File: config.mk
export PLATFORM = sky130hd
export DESIGN_NAME = ret_tracker
export DESIGN_NICKNAME = d
export VERILOG_FILES = /design/src/ret_pkg.sv /design/src/ret_settle.sv /design/src/ret_tracker.sv
export SDC_FILE = /design/constraint.sdc
export NUM_CORES = 1
export LEC_CHECK = 0
export ABC_AREA = 1
export BUFFER_PORTS_ARGS = -buffer_cell sky130_fd_sc_hd__buf_4
export CORE_UTILIZATION = 30
export DETAILED_ROUTE_END_ITERATION = 7
export PLACE_DENSITY = 0.53
export SYNTH_ARGS = -nofsm -noshare
export SYNTH_HDL_FRONTEND = slang
export SYNTH_HIERARCHICAL = 1
export SYNTH_SLANG_ARGS = --single-unit
File: constraint.sdc
create_clock -name pclk -period 8.5 [get_ports pclk]
set_clock_uncertainty 0.15 [all_clocks]
set_input_delay 1.7 -clock pclk [delete_from_list [all_inputs] [get_ports pclk]]
set_output_delay 1.7 -clock pclk [all_outputs]
set_load 0.03 [all_outputs]
File: src/ret_pkg.sv
// Shared constants and types of the rotary encoder tracker.
// Assumes one 10 MHz APB clock domain and 32-bit APB data.

package ret_pkg;

	// ==================================================
	// Register map (byte addresses).
	localparam int        ADDR_W    = 8;
	localparam logic [7:0] OFS_CTRL  = 8'h00;
	localparam logic [7:0] OFS_POS   = 8'h04;
	localparam logic [7:0] OFS_STEP  = 8'h08;
	localparam logic [7:0] OFS_FLOOR = 8'h0C;
	localparam logic [7:0] OFS_CEIL  = 8'h10;
	localparam logic [7:0] OFS_STAT  = 8'h14;

	// ==================================================
	// Status word field positions.
	localparam int STAT_MOVED = 0;
	localparam int STAT_HIT   = 1;
	localparam int STAT_DIR   = 8;
	localparam int STAT_LEVEL = 12;

	// Position number types; float codes are refused.
	typedef enum logic [2:0] {
		CT_S8, CT_S16, CT_S32, CT_U8, CT_U16, CT_U32, CT_F32, CT_F64
	} ret_count_type;

	// Control word, packed from bit 10 down to bit 0.
	typedef struct packed {
		ret_count_type count_type;
		logic          ext_trigger;
		logic          pin_change_mode;
		logic          swap_dir;
		logic          pullup_en;
		logic          gnd_en;
		logic          switch_en;
		logic          clamp_en;
		logic          tracker_on;
	} ret_cfg_type;

	// ==================================================
	// Reset values.
	localparam ret_cfg_type CFG_RESET = '{CT_S8, 1'b0, 1'b0, 1'b0,
		1'b1, 1'b1, 1'b1, 1'b0, 1'b1};
	localparam logic [31:0] START_POS   = 32'h00000000;
	localparam logic [31:0] STEP_RESET  = 32'h00000001;
	localparam logic [31:0] FLOOR_RESET = 32'hFFFFFF80;
	localparam logic [31:0] CEIL_RESET  = 32'h0000007F;

	// Debounce interval in tick clocks.
	localparam int SWITCH_SETTLE_CLOCKS = 50;

endpackage

File: src/ret_settle.sv
// Push-switch debouncer, timed by a one-cycle tick pulse.
// Assumes the level input is already synchronised to pclk.

`timescale 1ns/1ps
`default_nettype none

module ret_settle #(
	parameter int SETTLE = ret_pkg::SWITCH_SETTLE_CLOCKS
) (
	// Clock and reset.
	input  wire logic pclk,
	input  wire logic presetn,
	// Tick, enable and raw pressed level.
	input  wire logic tick,
	input  wire logic enable,
	input  wire logic level,
	// Debounced level and press pulse.
	output logic      stable_o,
	output logic      hit_o
);
	import ret_pkg::*;

	localparam int CW = $clog2(SETTLE + 1);

	// Counts ticks for which the input disagreed with the output.
	logic [CW-1:0] cnt_r;
	logic          stable_r;
	logic          hit_r;

	// Differing level held for the last needed tick.
	wire differ = level != stable_r;
	wire last   = cnt_r == CW'(SETTLE - 1);
	wire flip   = enable & differ & tick & last;

	if (SETTLE < 1 || SETTLE > 65535) begin : g_bad
		$error("SETTLE out of range");
	end

	// ==================================================
	// Counter: any bounce back restarts the interval.
	always_ff @(posedge pclk or negedge presetn) begin
		if (!presetn) begin
			cnt_r <= '0;
		end else if (!enable || !differ || flip) begin
			cnt_r <= '0;
		end else if (tick) begin
			cnt_r <= cnt_r + CW'(1);
		end
	end

	// Output level and press pulse.
	always_ff @(posedge pclk or negedge presetn) begin
		if (!presetn) begin
			stable_r <= 1'b0;
			hit_r    <= 1'b0;
		end else begin
			stable_r <= enable & (flip ? level : stable_r);
			hit_r    <= flip & level;
		end
	end

	assign stable_o = stable_r;
	assign hit_o    = hit_r;
endmodule

`default_nettype wire

File: src/ret_tracker.sv
// Rotary encoder tracker: quadrature decode, position, switch.
// Assumes an APB master on pclk; encoder pins are asynchronous.
//
// Functional notes
// - Polling samples lines on tick rising edge.
// - Pin-change mode; tick only times debounce.
// - Switch accepted after 50 stable ticks.
// - Clamping keeps position within floor/ceiling.
// - Without clamping, position wraps at type.
// - Selectable signed/unsigned 8/16/32 types.
// - Each step adds or subtracts positive step size.
// - Clamped step beyond limit leaves position.
// - Limits ignored while clamping off.
// - Initial value loaded at reset.
// - Switch enable gates press detection.
// - Virtual ground driven low, open drain.
// - Inputs pulled up or high impedance.
// - Swap option reverses counting sense.
// - Polling or pin-change detection selectable.
// - Poll tick from tick or external trigger.
// - Direction +1/-1 kept; 0 after set.
// - Moved and press flags clear on read.
// - Tracker-on gates decoding, not switch.

`timescale 1ns/1ps
`default_nettype none

module ret_tracker #(
	parameter int SETTLE = ret_pkg::SWITCH_SETTLE_CLOCKS
) (
	// Clock and reset.
	input  wire logic                      pclk,
	input  wire logic                      presetn,
	// APB slave.
	input  wire logic                      psel,
	input  wire logic                      penable,
	input  wire logic                      pwrite,
	input  wire logic [ret_pkg::ADDR_W-1:0] paddr,
	input  wire logic [31:0]               pwdata,
	output logic      [31:0]               prdata,
	output logic                           pready,
	output logic                           pslverr,
	// Encoder pins, all asynchronous.
	input  wire logic                      quad_a_i,
	input  wire logic                      quad_b_i,
	input  wire logic                      switch_n_i,
	input  wire logic                      tick_clk_i,
	input  wire logic                      poll_trigger_i,
	// Pin control.
	output logic                           pullup_en_o,
	output logic                           vgnd_o,
	output logic                           vgnd_oe
);
	import ret_pkg::*;

	// ==================================================
	// Input synchronisers.

	// Pin order: trigger, tick, switch, B, A.
	wire [4:0] pin_raw = {poll_trigger_i, tick_clk_i, switch_n_i,
		quad_b_i, quad_a_i};
	logic [4:0] sync1_r; // First stage, read only by stage two.
	logic [4:0] sync2_r; // Stable copy used by the logic.
	logic [1:0] edge_r;  // Previous tick and trigger levels.

	// One pair of flops per pin keeps metastability away.
	for (genvar i = 0; i < 5; i++) begin : g_sync
		always_ff @(posedge pclk or negedge presetn) begin
			if (!presetn) begin
				sync1_r[i] <= 1'b1;
				sync2_r[i] <= 1'b1;
			end else begin
				sync1_r[i] <= pin_raw[i];
				sync2_r[i] <= sync1_r[i];
			end
		end
	end

	// Delayed tick and trigger for rising-edge detection.
	always_ff @(posedge pclk or negedge presetn) begin
		if (!presetn) begin
			edge_r <= 2'h3;
		end else begin
			edge_r <= sync2_r[4:3];
		end
	end

	// ==================================================
	// Registers.
	ret_cfg_type cfg_r;   // Control word.
	logic [31:0] pos_r;   // Position, held normalised.
	logic [31:0] step_r;  // Step size.
	logic [31:0] floor_r; // Lower limit.
	logic [31:0] ceil_r;  // Upper limit.
	logic [1:0]  dir_r;   // Last sense: 01 cw, 11 ccw, 00 set.
	logic        moved_r; // Position moved flag.
	logic        hit_r;   // Switch pressed flag.
	logic [1:0]  last_r;  // Last sampled Gray index.
	logic [31:0] prdata_r;
	logic        pready_r;
	logic        pslverr_r;

	// ==================================================
	// Number type handling.

	// Cuts a word to the type and extends it to 34 bits.
	function automatic logic signed [33:0] fit(
		input logic [31:0] v, input ret_count_type t);
		unique case (t)
			CT_S8:   return {{26{v[7]}}, v[7:0]};
			CT_S16:  return {{18{v[15]}}, v[15:0]};
			CT_S32:  return {{2{v[31]}}, v};
			CT_U8:   return {26'h0, v[7:0]};
			CT_U16:  return {18'h0, v[15:0]};
			CT_U32:  return {2'h0, v};
			// Float codes never reach the register.
			default: return {2'h0, v};
		endcase
	endfunction

	wire ret_count_type ty = cfg_r.count_type;
	wire signed [33:0] pos_x   = fit(pos_r, ty);
	wire signed [33:0] step_x  = fit(step_r, ty);
	wire signed [33:0] floor_x = fit(floor_r, ty);
	wire signed [33:0] ceil_x  = fit(ceil_r, ty);
	wire signed [33:0] wdat_x  = fit(pwdata, ty);

	// ==================================================
	// Sampling and quadrature decode.

	// Swap exchanges the lines before decoding.
	wire line_a = cfg_r.swap_dir ? sync2_r[1] : sync2_r[0];
	wire line_b = cfg_r.swap_dir ? sync2_r[0] : sync2_r[1];
	// Gray index: 00, 01, 11, 10 map to 0..3.
	wire [1:0] now_idx = {line_a, line_a ^ line_b};

	// Poll tick source: tick pin or shared trigger.
	wire tick_hit = sync2_r[3] & ~edge_r[0];
	wire trig_hit = sync2_r[4] & ~edge_r[1];
	wire poll_hit = cfg_r.ext_trigger ? trig_hit : tick_hit;
	wire pin_chg  = now_idx != last_r;
	// Either polling or pin-change detection drives sampling.
	wire sample   = cfg_r.pin_change_mode ? pin_chg : poll_hit;
	wire live     = sample & cfg_r.tracker_on;
	// Only neighbouring Gray codes are steps; skips are bounce.
	wire step_cw  = live & (now_idx == last_r + 2'h1);
	wire step_ccw = live & (now_idx == last_r - 2'h1);
	wire step_any = step_cw | step_ccw;

	// ==================================================
	// Position arithmetic.
	wire signed [33:0] cand = step_cw ? pos_x + step_x : pos_x - step_x;
	// Limits only matter while clamping is on.
	wire over = cfg_r.clamp_en & ((cand > ceil_x) | (cand < floor_x));
	wire signed [33:0] wrap_x = fit(cand[31:0], ty);
	wire [31:0] pos_nxt = over ? pos_r : wrap_x[31:0];
	wire pos_moves = step_any & (pos_nxt != pos_r);

	// ==================================================
	// Switch debounce.

	// External-trigger polling has no tick pin, so the trigger times it.
	wire sw_tick = cfg_r.ext_trigger & ~cfg_r.pin_change_mode ?
		trig_hit : tick_hit;
	wire sw_level;
	wire sw_hit;

	ret_settle #(
		.SETTLE (SETTLE)
	) u_settle (
		.pclk     (pclk),
		.presetn  (presetn),
		.tick     (sw_tick),
		.enable   (cfg_r.switch_en),
		.level    (~sync2_r[2]),
		.stable_o (sw_level),
		.hit_o    (sw_hit)
	);

	// ==================================================
	// APB decode.
	wire setup    = psel & ~penable;
	wire done     = psel & penable & pready_r;
	wire wr       = done & pwrite;
	wire sel_ctrl = paddr == OFS_CTRL;
	wire sel_pos  = paddr == OFS_POS;
	wire sel_step = paddr == OFS_STEP;
	wire sel_flr  = paddr == OFS_FLOOR;
	wire sel_ceil = paddr == OFS_CEIL;
	wire sel_stat = paddr == OFS_STAT;
	wire addr_ok  = sel_ctrl | sel_pos | sel_step | sel_flr |
		sel_ceil | sel_stat;
	wire pos_wr   = wr & sel_pos;
	wire stat_rd  = done & ~pwrite & sel_stat;

	// Float codes are refused: the type stays as it was.
	wire is_float = pwdata[10:8] == 3'(CT_F32) ||
		pwdata[10:8] == 3'(CT_F64);
	wire ret_cfg_type cfg_wr = is_float ?
		{ty, pwdata[7:0]} : ret_cfg_type'(pwdata[10:0]);

	// Status word as seen by a read.
	wire [31:0] stat_w = (32'(moved_r) << STAT_MOVED) |
		(32'(hit_r) << STAT_HIT) | (32'(dir_r) << STAT_DIR) |
		(32'(sw_level) << STAT_LEVEL);

	// Read mux; unmapped reads return zero.
	wire [31:0] rd_word =
		sel_ctrl ? {21'h0, cfg_r} :
		sel_pos  ? pos_x[31:0] :
		sel_step ? step_x[31:0] :
		sel_flr  ? floor_x[31:0] :
		sel_ceil ? ceil_x[31:0] :
		sel_stat ? stat_w : 32'h0;

	// Flags: an event beats the clear, and a read only clears what
	// it actually returned.
	wire moved_nxt = pos_moves | (moved_r &
		~(stat_rd & prdata_r[STAT_MOVED]));
	wire hit_nxt   = sw_hit | (hit_r &
		~(stat_rd & prdata_r[STAT_HIT]));

	// ==================================================
	// Bus answer: one wait-free access phase after setup.
	always_ff @(posedge pclk or negedge presetn) begin
		if (!presetn) begin
			pready_r  <= 1'b0;
			pslverr_r <= 1'b0;
			prdata_r  <= 32'h0;
		end else begin
			pready_r  <= setup;
			pslverr_r <= setup & ~addr_ok;
			prdata_r  <= setup & ~pwrite ? rd_word : 32'h0;
		end
	end

	// ==================================================
	// Configuration registers; writes land at the access edge.
	always_ff @(posedge pclk or negedge presetn) begin
		if (!presetn) begin
			cfg_r   <= CFG_RESET;
			step_r  <= STEP_RESET;
			floor_r <= FLOOR_RESET;
			ceil_r  <= CEIL_RESET;
		end else begin
			if (wr & sel_ctrl) begin
				cfg_r <= cfg_wr;
			end
			// A zero or negative step is refused.
			if (wr & sel_step & (wdat_x > 34'sh0)) begin
				step_r <= pwdata;
			end
			if (wr & sel_flr) begin
				floor_r <= pwdata;
			end
			if (wr & sel_ceil) begin
				ceil_r <= pwdata;
			end
		end
	end

	// ==================================================
	// Position and direction; a software set beats a step.
	always_ff @(posedge pclk or negedge presetn) begin
		if (!presetn) begin
			pos_r <= START_POS;
			dir_r <= 2'h0;
		end else if (pos_wr) begin
			pos_r <= wdat_x[31:0];
			dir_r <= 2'h0;
		end else if (step_any) begin
			pos_r <= pos_nxt;
			// Sense is kept even when the position sticks or wraps.
			dir_r <= step_cw ? 2'h1 : 2'h3;
		end
	end

	// Gray tracking follows every sample, so re-enabling the
	// tracker does not count a stale jump.
	always_ff @(posedge pclk or negedge presetn) begin
		if (!presetn) begin
			last_r <= 2'h2;
		end else if (sample) begin
			last_r <= now_idx;
		end
	end

	// Flags.
	always_ff @(posedge pclk or negedge presetn) begin
		if (!presetn) begin
			moved_r <= 1'b0;
			hit_r   <= 1'b0;
		end else begin
			moved_r <= moved_nxt;
			hit_r   <= hit_nxt;
		end
	end

	// Pin control: the ground pin only ever sinks, never sources.
	always_ff @(posedge pclk or negedge presetn) begin
		if (!presetn) begin
			pullup_en_o <= 1'b0;
			vgnd_oe     <= 1'b0;
		end else begin
			pullup_en_o <= cfg_r.pullup_en;
			vgnd_oe     <= cfg_r.gnd_en;
		end
	end

	assign vgnd_o  = 1'b0;
	assign prdata  = prdata_r;
	assign pready  = pready_r;
	assign pslverr = pslverr_r;
endmodule

`default_nettype wire

==> flow_summary.json <==
{
  "clockBufferDepth": 3,
  "nets": 2447,
  "synth_top_cells_by_area": "dfrtp_1 (25%), nand2_1 (14%), dfstp_2 (8.5%)",
  "slew_headroom": 0.206,
  "ff_latch_area_um2": 5090,
  "finalWirelength_um": 60500,
  "synth_top_area_frac": 0.245,
  "post-route-min-period_ns": 7.68,
  "setup_ws_ns": 0.823,
  "dominantRegCellSynth": "dfrtp_1",
  "crit_path_max_incr_delay_ns": 0.46,
  "grt_overflow": 0,
  "start_kind": "flop",
  "synth_seq_cells": 201,
  "synth_warnings": 6,
  "num_rows": 82,
  "grt_pass1_wl_um": 91300,
  "cp_num_buf_inv": 7,
  "initial_core_util": 0.306,
  "cts_hold_buf": 0,
  "critPathTopFamily": "simple AND/OR/NAND/NOR gates",
  "dp.cells": 2951,
  "wl_per_cell_um": 20.2,
  "final_cells": 3000,
  "post-route-period-util": 0.903,
  "final_cell_mix": "nand2_1 (555), inv_1 (347), o21ai_0 (242)",
  "setup_tns_ns": 0,
  "cts_setup_buffers": 0,
  "die_width_um": 229,
  "critPathKind": "reg -> reg",
  "htreeDepth": 1,
  "insertion_delay_ns": 0.58,
  "slew_violations": 0,
  "portBuffers": 85,
  "async_reset_ff_frac": 1.00,
  "critPathCaptureType": "flop",
  "worstPathArrival_ns": 8.00,
  "tightest_slew_ns": 1.19,
  "root_buffer": "clkbuf_16",
  "post_cts_resized": 0,
  "postRouteAntennaNets": 0,
  "cp_common_cell": "nand2_1",
  "die_area_um2": 52300,
  "vdd_drop_max_v": 0.000174,
  "grt_pass1_vias": 14900,
  "clock.fmax_mhz": 130,
  "io_pins": 87,
  "drt_iter0_drc": 1303,
  "avgSynthCellArea_um2": 6.90,
  "path_clk_slew_ns": 0.06,
  "cpMaxStageDelayCell": "dfrtp_1",
  "crit_fanout": 30,
  "hold_slack_ns": 0.204,
  "hold_violations": 0,
  "p_leak_uw": 0.00899,
  "cts_tree": "built",
  "antenna_found_initial": 3,
  "multi_input_area_um2": 8610,
  "netlist_instances": 2234,
  "worst_ep_required_time_ns": 8.82,
  "yosysSeqAreaShare": 0.331,
  "grt_max_degree": 92,
  "cap_violations": 0,
  "vias": 15300,
  "fill_cells": 5394,
  "holdCritPathClass": "reg -> reg",
  "place_ws_ns": 0.744,
  "gp_congestion": 0.962,
  "drc": 0,
  "status": "finished clean",
  "chipHeight_um": 229,
  "place_hpwl_um": 46500,
  "syn-num-nets": 2374,
  "yosysUniqueCellTypes": 62,
  "synth_area_leader_cell": "dfrtp_1",
  "mostFrequentLayoutCell": "nand2_1",
  "power_uw": 4250,
  "area_growth_pct": 15.2,
  "netlist_area_um2": 15400,
  "drive_above_1_share": 0.122,
  "power_density_nw_per_um2": 240,
  "viasPerCell": 5.12,
  "firstDrtPassIters": 6,
  "clock-sinks": 201,
  "fp.coreArea_um2": 50400,
  "grt_usage": 0.230,
  "cts_buffers": 26,
  "setup_violations": 0,
  "synth_edf_count": 0,
  "rsz0062_at_grt": "false"
}
## power breakdown
part,switching (uW),internal [uW],leakage [uW],total [uW]
clock network,463,657,0.000407,1120
logic,1370,662,0.00601,2040
registers,61.5,1040,0.00257,1100
## routing by layer
layer,up-vias,GRT usage,part of all wire
li1,7423,-,-
met1,7317,0.310,0.45
met2,505,0.369,0.45
met3,103,0.0369,0.064
met4,0,0.0824,0.035
met5,-,0,0
## state kept, by name, indices dropped and copies added, names as in the netlist, 6 cells and up
signal,cells
ceil_r,32
floor_r,32
pos_r,32
prdata,32
step_r,32
cfg_r,8
u_settle/cnt_r,6
## cell usage after synthesis, types with 14 or more instances
library cell	number
xor2_1	44
a21oi_1	162
inv_1	347
nor2_1	146
nand4_1	24
xnor2_1	17
inv_2	14
nand3_1	107
nand2_1	557
ha_1	89
dfstp_2	50
o221ai_1	41
dfrtp_1	151
clkbuf_1	56
o21ai_0	242
nand3b_1	16
## through the flow
| step | util | area [um^2] |
|---|---|---|
| floorplan | - | 15400 |
| global placement | 0.335 | 16900 |
| detailed placement | 0.335 | 16900 |
| CTS | 0.352 | 17700 |
| global route | 0.352 | 17700 |
| finish | 0.352 | 17700 |
## cells by family after synthesis
| group | synth area share |
|---|---|
| and+or+nand+nor | 0.257 |
| AOI/OAI and AO/OA | 0.190 |
| buffers and inverters | 0.112 |
| DFF | 0.331 |
| adders and majority gates | 0.0742 |
| xor gates and xnor gates | 0.0347 |
| muxes | 0.00130 |
| other | 0.000243 |
## final timing paths
path | slack [ns] | start | end | depth (start not counted)
hold reg to reg | 0.20 | sync1_r[1]$_DFF_PN1_ | sync2_r[1]$_DFF_PN1_ | 0
min in group asynchronous | 0.96 | presetn | pslverr$_DFF_PN0_ | 1
setup reg to reg | 0.82 | ty[0]$_DFFE_PN0P_ | moved_r$_DFF_PN0_ | 53
hold / removal | 0.20 | sync1_r[1]$_DFF_PN1_ | sync2_r[1]$_DFF_PN1_ | 0
max in group asynchronous | 5.94 | presetn | ceil_r[16]$_DFFE_PN0P_ | 2
setup / recovery | 0.82 | ty[0]$_DFFE_PN0P_ | moved_r$_DFF_PN0_ | 53
## layout make-up
| class | count | share of cell area |
|---|---|---|
| Multi-Input combinational cell | 1590 | 0.485 |
| Sequential cell | 201 | 0.287 |
| Inverter | 363 | 0.0768 |
| Timing Repair Buffer | 125 | 0.0554 |
| Tap cell | 672 | 0.0474 |
| Clock buffer | 40 | 0.0413 |
| Clock inverter | 8 | 0.00698 |
| Antenna cell | 1 | 0.000141 |
(Power assumes the default switching activity.)
